File: src/src/vlhp_regs.vh
// Constants of the variable-latency host port: strap codes, timing counts.
// Assumes inclusion by src/vlhp_port.v only; definitions only.
// Notes on behaviour
// - Port stretches access by holding not-ready.
// - Bursts repeat strobes under one select.
// - Mode straps latched at reset release.
// - Sixteen address bits, byte lanes from selects.
// - Memory-or-register input routes each access.
// - Wait holds until data valid or accepted.
// - Clock input sources internal bus clock.
// - Endian strap selects little endian.
// - Strap code 100 selects this bus mode.
// - Strap picks wait output polarity.
// - Divider straps divide clock by one to four.
`ifndef VLHP_REGS_VH
`define VLHP_REGS_VH
`define VLHP_MODE_GENERIC2 3'h4
`define VLHP_ENDIAN_LITTLE 1'h0
`define VLHP_SEL_REGS      1'h0
`define VLHP_DIV_W         2
`define VLHP_ARB_WAIT_DEF  4'h2
`endif

File: src/src/vlhp_port.v
// Variable-latency 16-bit host port with wait handshake and arbitration.
// Assumes host pins are asynchronous to ref_clk_i; memory side is same clock.
`timescale 1ns/1ns
`default_nettype none
`include "vlhp_regs.vh"
module vlhp_port #(
  parameter [3:0] ARB_WAIT = `VLHP_ARB_WAIT_DEF
) (
  input  wire        ref_clk_i,
  input  wire        sys_rst_i,
  input  wire [2:0]  bus_mode_straps_i,
  input  wire        endian_strap_i,
  input  wire        wait_polarity_strap_i,
  input  wire [1:0]  clock_divide_straps_i,
  input  wire        dev_chip_select_n_i,
  input  wire [15:0] dev_address_inputs_i,
  input  wire        dev_low_byte_select_n_i,
  input  wire        dev_high_byte_select_n_i,
  input  wire        dev_mem_reg_select_i,
  input  wire        dev_read_strobe_n_i,
  input  wire        dev_write_strobe_n_i,
  input  wire        bus_start_input_n_i,
  input  wire        dev_read_write_n_i,
  input  wire [15:0] dev_data_bus_i,
  output reg  [15:0] dev_data_bus_o,
  output reg         dev_data_bus_oe_o,
  output reg         dev_wait_o,
  output reg         bus_clk_en_o,
  output reg         mode_ok_o,
  output reg         little_endian_o,
  output reg         mem_req_o,
  output reg         mem_we_o,
  output reg         mem_sel_buf_o,
  output reg  [15:0] mem_addr_o,
  output reg  [1:0]  mem_be_o,
  output reg  [15:0] mem_wdata_o,
  input  wire        mem_gnt_i,
  input  wire        mem_rvalid_i,
  input  wire [15:0] mem_rdata_i
);

  localparam [1:0] ST_IDLE = 2'h0;
  localparam [1:0] ST_ARB  = 2'h1;
  localparam [1:0] ST_DONE = 2'h2;

  // Pin bundle: mem_reg, low_sel_n, data, address, hi_sel_n, wr_n, rd_n, cs_n
  localparam integer SYNC_W   = 38;
  localparam [37:0]  SYNC_RST = 38'h0000000000F;

  // Two-flop synchronisers for host pins
  wire [SYNC_W-1:0] pin_raw;
  wire [SYNC_W-1:0] pin_sync;
  wire [3:0]        ctl_s2_q;
  wire [33:0]       dat_s2_q;

  // Reset-release strap capture
  reg        cfg_done_q;
  reg        wait_pol_q;
  reg [1:0]  div_q;

  // Bus clock divider and access sequencer
  reg [1:0]  div_cnt_q;
  reg [1:0]  state_q;
  reg [3:0]  arb_cnt_q;
  reg        is_read_q;

  // Decoded access request
  wire       cs_act;
  wire       rd_act;
  wire       wr_act;
  wire       strobe;

  function wait_level;
    input busy;
    input pol;
    begin
      wait_level = pol ? busy : ~busy;
    end
  endfunction

  assign pin_raw  = {dev_mem_reg_select_i, dev_low_byte_select_n_i,
                     dev_data_bus_i, dev_address_inputs_i,
                     dev_high_byte_select_n_i, dev_write_strobe_n_i,
                     dev_read_strobe_n_i, dev_chip_select_n_i};
  assign ctl_s2_q = pin_sync[3:0];
  assign dat_s2_q = pin_sync[37:4];

  assign cs_act = ~ctl_s2_q[0];
  assign rd_act = ~ctl_s2_q[1];
  assign wr_act = ~ctl_s2_q[2] & ctl_s2_q[1];
  assign strobe = cs_act & (rd_act | wr_act) & mode_ok_o;

  // Each pin bit passes two flops before any logic reads it
  genvar g;
  generate
    for (g = 0; g < SYNC_W; g = g + 1) begin : g_sync
      reg s1_q;
      reg s2_q;
      always @(posedge ref_clk_i or posedge sys_rst_i) begin
        if (sys_rst_i) begin
          s1_q <= SYNC_RST[g];
          s2_q <= SYNC_RST[g];
        end else begin
          s1_q <= pin_raw[g];
          s2_q <= s1_q;
        end
      end
      assign pin_sync[g] = s2_q;
    end
  endgenerate

  // Straps are caught at the first edge after reset release
  always @(posedge ref_clk_i or posedge sys_rst_i) begin
    if (sys_rst_i) begin
      cfg_done_q      <= 1'b0;
      wait_pol_q      <= 1'b0;
      div_q           <= 2'h0;
      mode_ok_o       <= 1'b0;
      little_endian_o <= 1'b0;
    end else if (!cfg_done_q) begin
      cfg_done_q      <= 1'b1;
      mode_ok_o       <= (bus_mode_straps_i == `VLHP_MODE_GENERIC2);
      little_endian_o <= (endian_strap_i == `VLHP_ENDIAN_LITTLE);
      wait_pol_q      <= wait_polarity_strap_i;
      div_q           <= clock_divide_straps_i;
    end
  end

  // Bus clock enable: divide by strap code plus one
  // Held idle until the divider strap is caught, so the first period is whole
  always @(posedge ref_clk_i or posedge sys_rst_i) begin
    if (sys_rst_i) begin
      div_cnt_q    <= 2'h0;
      bus_clk_en_o <= 1'b0;
    end else if (!cfg_done_q) begin
      div_cnt_q    <= 2'h0;
      bus_clk_en_o <= 1'b0;
    end else begin
      bus_clk_en_o <= (div_cnt_q == 2'h0);
      div_cnt_q    <= (div_cnt_q >= div_q) ? 2'h0 : div_cnt_q + 2'h1;
    end
  end

  // Read data is driven while a read is selected and in progress
  always @(posedge ref_clk_i or posedge sys_rst_i) begin
    if (sys_rst_i) begin
      dev_data_bus_oe_o <= 1'b0;
    end else begin
      dev_data_bus_oe_o <= cs_act & rd_act & (state_q != ST_IDLE);
    end
  end

  // Access sequencer: take request, arbitrate, hold wait, release
  always @(posedge ref_clk_i or posedge sys_rst_i) begin
    if (sys_rst_i) begin
      state_q           <= ST_IDLE;
      arb_cnt_q         <= 4'h0;
      is_read_q         <= 1'b0;
      dev_wait_o        <= 1'b1;
      dev_data_bus_o    <= 16'h0;
      mem_req_o         <= 1'b0;
      mem_we_o          <= 1'b0;
      mem_sel_buf_o     <= 1'b0;
      mem_addr_o        <= 16'h0;
      mem_be_o          <= 2'h0;
      mem_wdata_o       <= 16'h0;
    end else begin
      case (state_q)

        ST_IDLE: begin
          dev_wait_o <= wait_level(1'b0, wait_pol_q);
          if (strobe) begin
            dev_wait_o    <= wait_level(1'b1, wait_pol_q);
            is_read_q     <= rd_act;
            mem_req_o     <= 1'b1;
            mem_we_o      <= ~rd_act;
            mem_sel_buf_o <= (dat_s2_q[33] != `VLHP_SEL_REGS);
            mem_addr_o    <= dat_s2_q[15:0];
            mem_be_o      <= {~ctl_s2_q[3], ~dat_s2_q[32]};
            mem_wdata_o   <= dat_s2_q[31:16];
            arb_cnt_q     <= ARB_WAIT;
            state_q       <= ST_ARB;
          end
        end

        ST_ARB: begin
          dev_wait_o <= wait_level(1'b1, wait_pol_q);
          if (arb_cnt_q != 4'h0)
            arb_cnt_q <= arb_cnt_q - 4'h1;
          if (mem_gnt_i)
            mem_req_o <= 1'b0;
          if (!mem_req_o && (!is_read_q || mem_rvalid_i) && arb_cnt_q == 4'h0) begin
            if (is_read_q)
              dev_data_bus_o <= mem_rdata_i;
            state_q <= ST_DONE;
          end
        end

        ST_DONE: begin
          dev_wait_o <= wait_level(1'b0, wait_pol_q);
          if (!(rd_act | wr_act))
            state_q <= ST_IDLE;
        end

        default: begin
          state_q <= ST_IDLE;
        end

      endcase
    end
  end

endmodule // vlhp_port
`default_nettype wire

File: config.mk
export PLATFORM = sky130hd
export DESIGN_NAME = vlhp_port
export DESIGN_NICKNAME = d
export VERILOG_FILES = /design/src/src/vlhp_port.v
export VERILOG_INCLUDE_DIRS = /design/src /design/src/src
export SDC_FILE = /design/constraint.sdc
export NUM_CORES = 1
export LEC_CHECK = 0
export ABC_AREA = 1
export BUFFER_PORTS_ARGS = -buffer_cell sky130_fd_sc_hd__buf_2
export CAP_MARGIN = 20
export CORE_MARGIN = 10
export CORE_UTILIZATION = 26
export DETAILED_ROUTE_END_ITERATION = 8
export GPL_TIMING_DRIVEN = 1
export PLACE_DENSITY = 0.46
export SLEW_MARGIN = 20
export SYNTH_ARGS = -nofsm -noshare
export SYNTH_HDL_FRONTEND = slang
export SYNTH_SLANG_ARGS = --single-unit
File: constraint.sdc
create_clock -name ref_clk_i -period 5.62 [get_ports ref_clk_i]
set_input_delay 0.281 -clock ref_clk_i [delete_from_list [all_inputs] [get_ports ref_clk_i]]
set_output_delay 0.281 -clock ref_clk_i [all_outputs]
set_load 0.005 [all_outputs]
Word-level counts from Yosys, hierarchy flattened
Index checks and enable logic that the tools add are counted.

storage, ports and cells
  input port bits = 67
  register bits after elaboration = 147
  output and inout bits = 58

cells by class
  bitwise gates (word level) = 12
  $lt $le $gt $ge = 1
  equal/unequal tests = 8
  add/sub/neg operators = 2
  multiplexer cells = 17
  reduce and logical (&&, ||, !) cells = 17

operator list
  cell                   number
  $reduce_and A3 Y1      4
  $mux W2                5
  $ne A2 B2 Y1 const B   5
  $mux W4                2
  $pmux W4 S2            1
  $mux W1                6
  $not A1 Y1             6
  $pmux W2 S3            1
  $and A1 B1 Y1          5
  $logic_not A2 Y1       2
  $logic_not A4 Y1       1
  $reduce_bool A2 Y1     2
  $reduce_bool A4 Y1     1
  $sub A4 B1 Y4 const B  1
  $eq A3 B3 Y1 const B   1
  $pmux W1 S3            1
  $reduce_bool A3 Y1     1
  $add A2 B1 Y2 const B  1
  $eq A2 B1 Y1 const B   1
  $eq A2 B2 Y1 const B   1
  $ge A2 B2 Y1           1
  $logic_and A1 B1 Y1    2
  $logic_not A1 Y1       2
  $pmux W1 S2            1
  3 further kinds        3

Logic depth before layout (Yosys ltp)
  depth after elaboration = 7
  depth in mapped cells = 10
  mapped depth without buffers = 9

Worst setup path before layout
OpenSTA, ideal clock, no wires.

  kind = register to register
  start point = reg state_q[1]
  end point = reg arb_cnt_q[2]
  cell stages (with the launch flop) = 10
  slack = 4.217 ns
  data arrival time = 1.286 ns
  buffers on the path = 1
  cell sequence = dfrtp_1 inv_1 ha_1 buf_4 inv_2 or2_4 nand2_2 o21ai_2 nand2_1 nand2_1

between the ends
  word-level cells in the longest chain between the ends = 3

ends and longest elaborated chain
  element                                                                     RTL line         text
  from (decl)                                                                 vlhp_port.v:63   reg [1:0] state_q;
  from (signal assigned)                                                      vlhp_port.v:156  state_q <= ST_IDLE;
  from (signal assigned)                                                      vlhp_port.v:182  state_q <= ST_ARB;
  from (signal assigned)                                                      vlhp_port.v:195  state_q <= ST_DONE;
  $eq A2 B1 Y1 / $logic_not A2 Y1 (equally long branches)                     vlhp_port.v:168  case (state_q)
  $ne A2 B2 Y1 (no source line) / $reduce_bool A2 Y1 (equally long branches)  --
  $reduce_and A3 Y1 (no source line)                                          --
  to (signal assigned)                                                        vlhp_port.v:189  arb_cnt_q <= arb_cnt_q - 4'h1;
  to (decl)                                                                   vlhp_port.v:64   reg [3:0] arb_cnt_q;

Several ways; a longest one is shown, not always the timed one.
A chain may end at the register's enable or synchronous reset.

Worst setup path in the final report
  start point = reg state_q[0]
  end point = reg is_read_q

between the ends
  word-level cells in the longest chain between the ends = 2

ends and longest elaborated chain
  element                             RTL line         text
  $logic_not A2 Y1                    vlhp_port.v:168
  $reduce_and A2 Y1 (no source line)  --
  to (signal assigned)                vlhp_port.v:174  is_read_q <= rd_act;
  to (decl)                           vlhp_port.v:65   reg is_read_q;

Every way passes these cells.

==> results summary <==
The effective utilization at floorplan came out at 26.7%. The via count of the first global-routing pass is 3657. The CTS tree is built. The worst-case IR drop observed on VDD is 210 uV. The run finished with clean final reports. The residual overflow from global routing is 0.

The final-report max-slew violation count is 0. The data required time of the worst path came out at 5.93 ns. The full die area came out at 25400 sq um. The worst setup path is captured at a flop. In this run the biggest area consumer among cell types represents 68.4% of the synthesized area. The count of nets left with antenna violations after detail routing is 0. The total of hold buffers inserted after clock tree synthesis came out at 39. The total wire length after detailed routing came out at 11.3 mm. The count of buffers inserted at the top-level ports came out at 122. Counting distinct cell types in the post-synthesis netlist gives 32. The power spent charging and discharging nets came out at 988 uW. For this design the static power due to leakage is 0.00352 uW. The area inside the core boundary came out at 18900 sq um.

In this design, the largest share of critical-path delay is due to buffers and inverters. The transition at the pin with the smallest max-transition slack is 0.715 ns. The routed layout has 3374 vias. Cell internal power was estimated by the tool at 2310 uW. The register clock-pin slew on the reported worst setup and hold paths is 0.06 ns.

The synthesized design contains 147 register bits. Walking the worst path, the cells encountered are inv_1 -> ha_1 -> nand3_4 -> inv_4 -> nand2_1 -> o21a_1. Setup violations remaining at the end of the flow were counted as 0. The combinational share of power is 23.0%.

After technology mapping, the gate count stands at 424. The commonest cells after synthesis are sky130_fd_sc_hd__nand2_1, sky130_fd_sc_hd__dfrtp_1, sky130_fd_sc_hd__nand3_1. For this run, the register share of the synthesized area comes to 73.1%. The synthesized net count came out at 501. Of the total power, the share spent switching nets is 29.9%. In the post-synthesis netlist, the cell with the most instances is sky130_fd_sc_hd__nand2_1. After detailed routing, the number of vias per cell comes to 3.91.

The I/O pin count came out at 125. The quantity of gates resized following cts is 0. After routing, the total negative slack on setup checks comes to 0 ns. The layout overhead on the synthesized area came out at 36.4%. The number of hold violations in the final report came out at 0. The floorplan die height is 159 um. The final net count came out at 671. In this run the tightest slew margin relative to its limit is 52.3%. The max-cap violation count came out at 0.

For this design, the slowest cell found on the critical path is sky130_fd_sc_hd__inv_4. The first global-routing pass estimated 18.9 mm of wire. The total number of placement rows came out at 50. The longest individual stage delay on the worst path is 0.54 ns. At the later pin of the worst-skew pair, clock insertion delay measures 0.42 ns.

The overall global routing resource usage is 9.21%. Dividing the final minimum period by the clock period gives 40.6%. The critical path in this run is classified as flop to flop. The root buffer cell is sky130_fd_sc_hd__clkbuf_16.

After detailed routing, the average wire length per cell comes to 13.0 um. The maximum number of pins on one net before global-route repair came out at 82. The post-synthesis area per instance is 11.9 sq um.

The share of total power in the clock network came out at 34.1%. The worst path arrival time came out at 2.59 ns. At the end of the flow the core is filled with cells to 36.5%.

Counting the buffers created by CTS gives 17. The sequential power share is 42.9%. The initial detailed-routing violation count came out at 131. Yosys attributes the largest share of cell area to sky130_fd_sc_hd__dfrtp_1, sky130_fd_sc_hd__nand2_1, sky130_fd_sc_hd__dfstp_2. The total number of H-tree levels is 4. The placed wire-length estimate after detailed placement is 7.59 mm. The number of antenna diodes in the final layout is 0. The number of warnings printed during yosys synthesis is 0. Static timing analysis puts the maximum clock frequency at 0.438 GHz. The clock sink count came out at 147. The highest net fanout along the worst path came out at 43.

Setup repair after global routing left no endpoint under its margin. The minimum period implied by the final worst setup slack is 2.28 ns. The horizontal die dimension is 159 um. The maximum number of buffers from clock root to sink is 2. The number of antenna violations at the first check in global routing is 0. The DRC violation count after routing is 0. The synthesized design spends more area on one cell type than any other, namely sky130_fd_sc_hd__dfrtp_1.

The ratio of cells with drive above 1 in the final layout is 30.8%. The count of TritonRoute iterations in the first routing pass came out at 4. The clock arrives with 0.0121 ns of skew. The final RePlAce weighted congestion is 0.729.

Counting flops with a built-in enable in the synthesized netlist gives 0. Once the clock tree was built, the setup fixing pass inserted 0 buffers. In this run the worst hold path is classified as input pin to flop.

Counting flops with an async set or reset pin after synthesis yields a share of 100%. The most used flip-flop cell after synthesis is sky130_fd_sc_hd__dfrtp_1. The areal power density over the cells came out at 479 nW/um^2. The buffer and inverter count on the worst path came out at 2. The worst setup path is launched from a flop. In this run the cell area of the synthesized design comes to 5050 sq um.
## worst min-delay path: stages
cell and delay [ns]:
sky130_fd_sc_hd__buf_2 0.08, sky130_fd_sc_hd__nand2_1 0.04, sky130_fd_sc_hd__nand2_1 0.04
## power by group through the flow
stage	Clock, uW	Sequential (uW)	Combinational [uW]
final	1130	1420	759
after global routing	1200	1450	877
after CTS	1160	1420	789
after detailed placement	0	1430	763
after global placement	0	1430	745
after floorplan	0	1440	445
## registers in the layout, indices dropped and copies added, names as in the netlist
| signal | cells |
|---|---|
| cfg_done_q | 1 |
| mem_sel_buf_o | 1 |
| is_read_q | 1 |
| mem_be_o | 2 |
| mode_ok_o | 1 |
| g_sync.s2_q | 38 |
| div_q | 2 |
| dev_data_bus_o | 16 |
| wait_pol_q | 1 |
| bus_clk_en_o | 1 |
| dev_wait_o | 1 |
| mem_addr_o | 16 |
| dev_data_bus_oe_o | 1 |
| little_endian_o | 1 |
| g_sync.s1_q | 38 |
| div_cnt_q | 2 |
| state_q | 2 |
| mem_wdata_o | 16 |
| arb_cnt_q | 4 |
| mem_req_o | 1 |
| mem_we_o | 1 |
## layout by cell type (no fill, tap or decap), types with 2 or more instances in the layout
cell                            synthesis  layout
sky130_fd_sc_hd__nor2_4                 2       2
sky130_fd_sc_hd__nor2_1                 6       6
sky130_fd_sc_hd__inv_1                 18      17
sky130_fd_sc_hd__nand2_1              163     163
sky130_fd_sc_hd__ha_1                  10      10
sky130_fd_sc_hd__inv_6                  0       2
sky130_fd_sc_hd__inv_4                  2       2
sky130_fd_sc_hd__dlygate4sd3_1          0      39
sky130_fd_sc_hd__bufinv_16              0       3
sky130_fd_sc_hd__clkinvlp_4             0       3
sky130_fd_sc_hd__o21ai_1                3       3
sky130_fd_sc_hd__a21oi_1                5       5
sky130_fd_sc_hd__inv_2                  3       3
sky130_fd_sc_hd__dfrtp_1              138     138
sky130_fd_sc_hd__clkbuf_16              0      17
sky130_fd_sc_hd__buf_2                  4     122
sky130_fd_sc_hd__dfstp_2                9       9
sky130_fd_sc_hd__o21ai_0                3       3
sky130_fd_sc_hd__nand2_2               12      12
sky130_fd_sc_hd__nand3_1               23      23
sky130_fd_sc_hd__nand4_1                2       2
sky130_fd_sc_hd__clkbuf_1               0       3
## worst paths after layout
kind                                            start              end  slack, ns  cells past startpoint
worst min register to register        g_sync[29].s1_q  g_sync[29].s2_q       0.34                      0
worst max-delay path                       state_q[0]        is_read_q       3.34                      6
max in group asynchronous                   sys_rst_i  mem_wdata_o[11]       3.96                      4
min in group asynchronous                   sys_rst_i   mem_wdata_o[8]       0.48                      3
worst min-delay path            wait_polarity_strap_i       wait_pol_q       0.06                      3
worst max register to register             state_q[0]        is_read_q       3.34                      6
## kinds of logic after synthesis
kind of cell	Yosys count	share of synthesized area (%)
AOI/OAI and AO/OA	16	2.08
adders and majority gates	10	2.48
xor gates and xnor gates	1	0.173
DFF	147	73.1
buffers and inverters	35	3.72
other	1	0.0743
and+or+nand+nor	214	18.4
## metrics by stage
step / worst slack (ns) / hold WS (ns) / total power, uW / instance area (sq um) / std cells
2_1_floorplan: 1.40 / 0.285 / 1880 / 5050 / 424
3_3_place_gp: 3.26 / 0.332 / 2170 / 5910 / 796
3_5_place_dp: 3.26 / 0.336 / 2200 / 5910 / 796
6_report: 3.34 / 0.0602 / 3300 / 6890 / 864
4_1_cts: 3.26 / 0.0406 / 3370 / 6880 / 864
5_1_grt: 3.06 / 0.0632 / 3530 / 6890 / 864
## layout make-up
class                   count  area, sq um
multi-input cells         242         1170
fillers                  1919        12000
inverters                  24          108
clock inverters             8          130
repair buffers            162         1010
flip-flops and latches    147         3690
well taps                 260          325
clock buffers              21          450
## routing by layer
metal	share of wire [%]	wire length (um)	GRT usage, %	up-vias
met3	5.4	610	3.59	14
met5	0	0	0	-
met2	49	5500	14.9	87
met1	44	4950	10.6	1626
met4	1.8	202	4.21	0
li1	-	-	-	1647
Power figures use the tool's default switching activity.
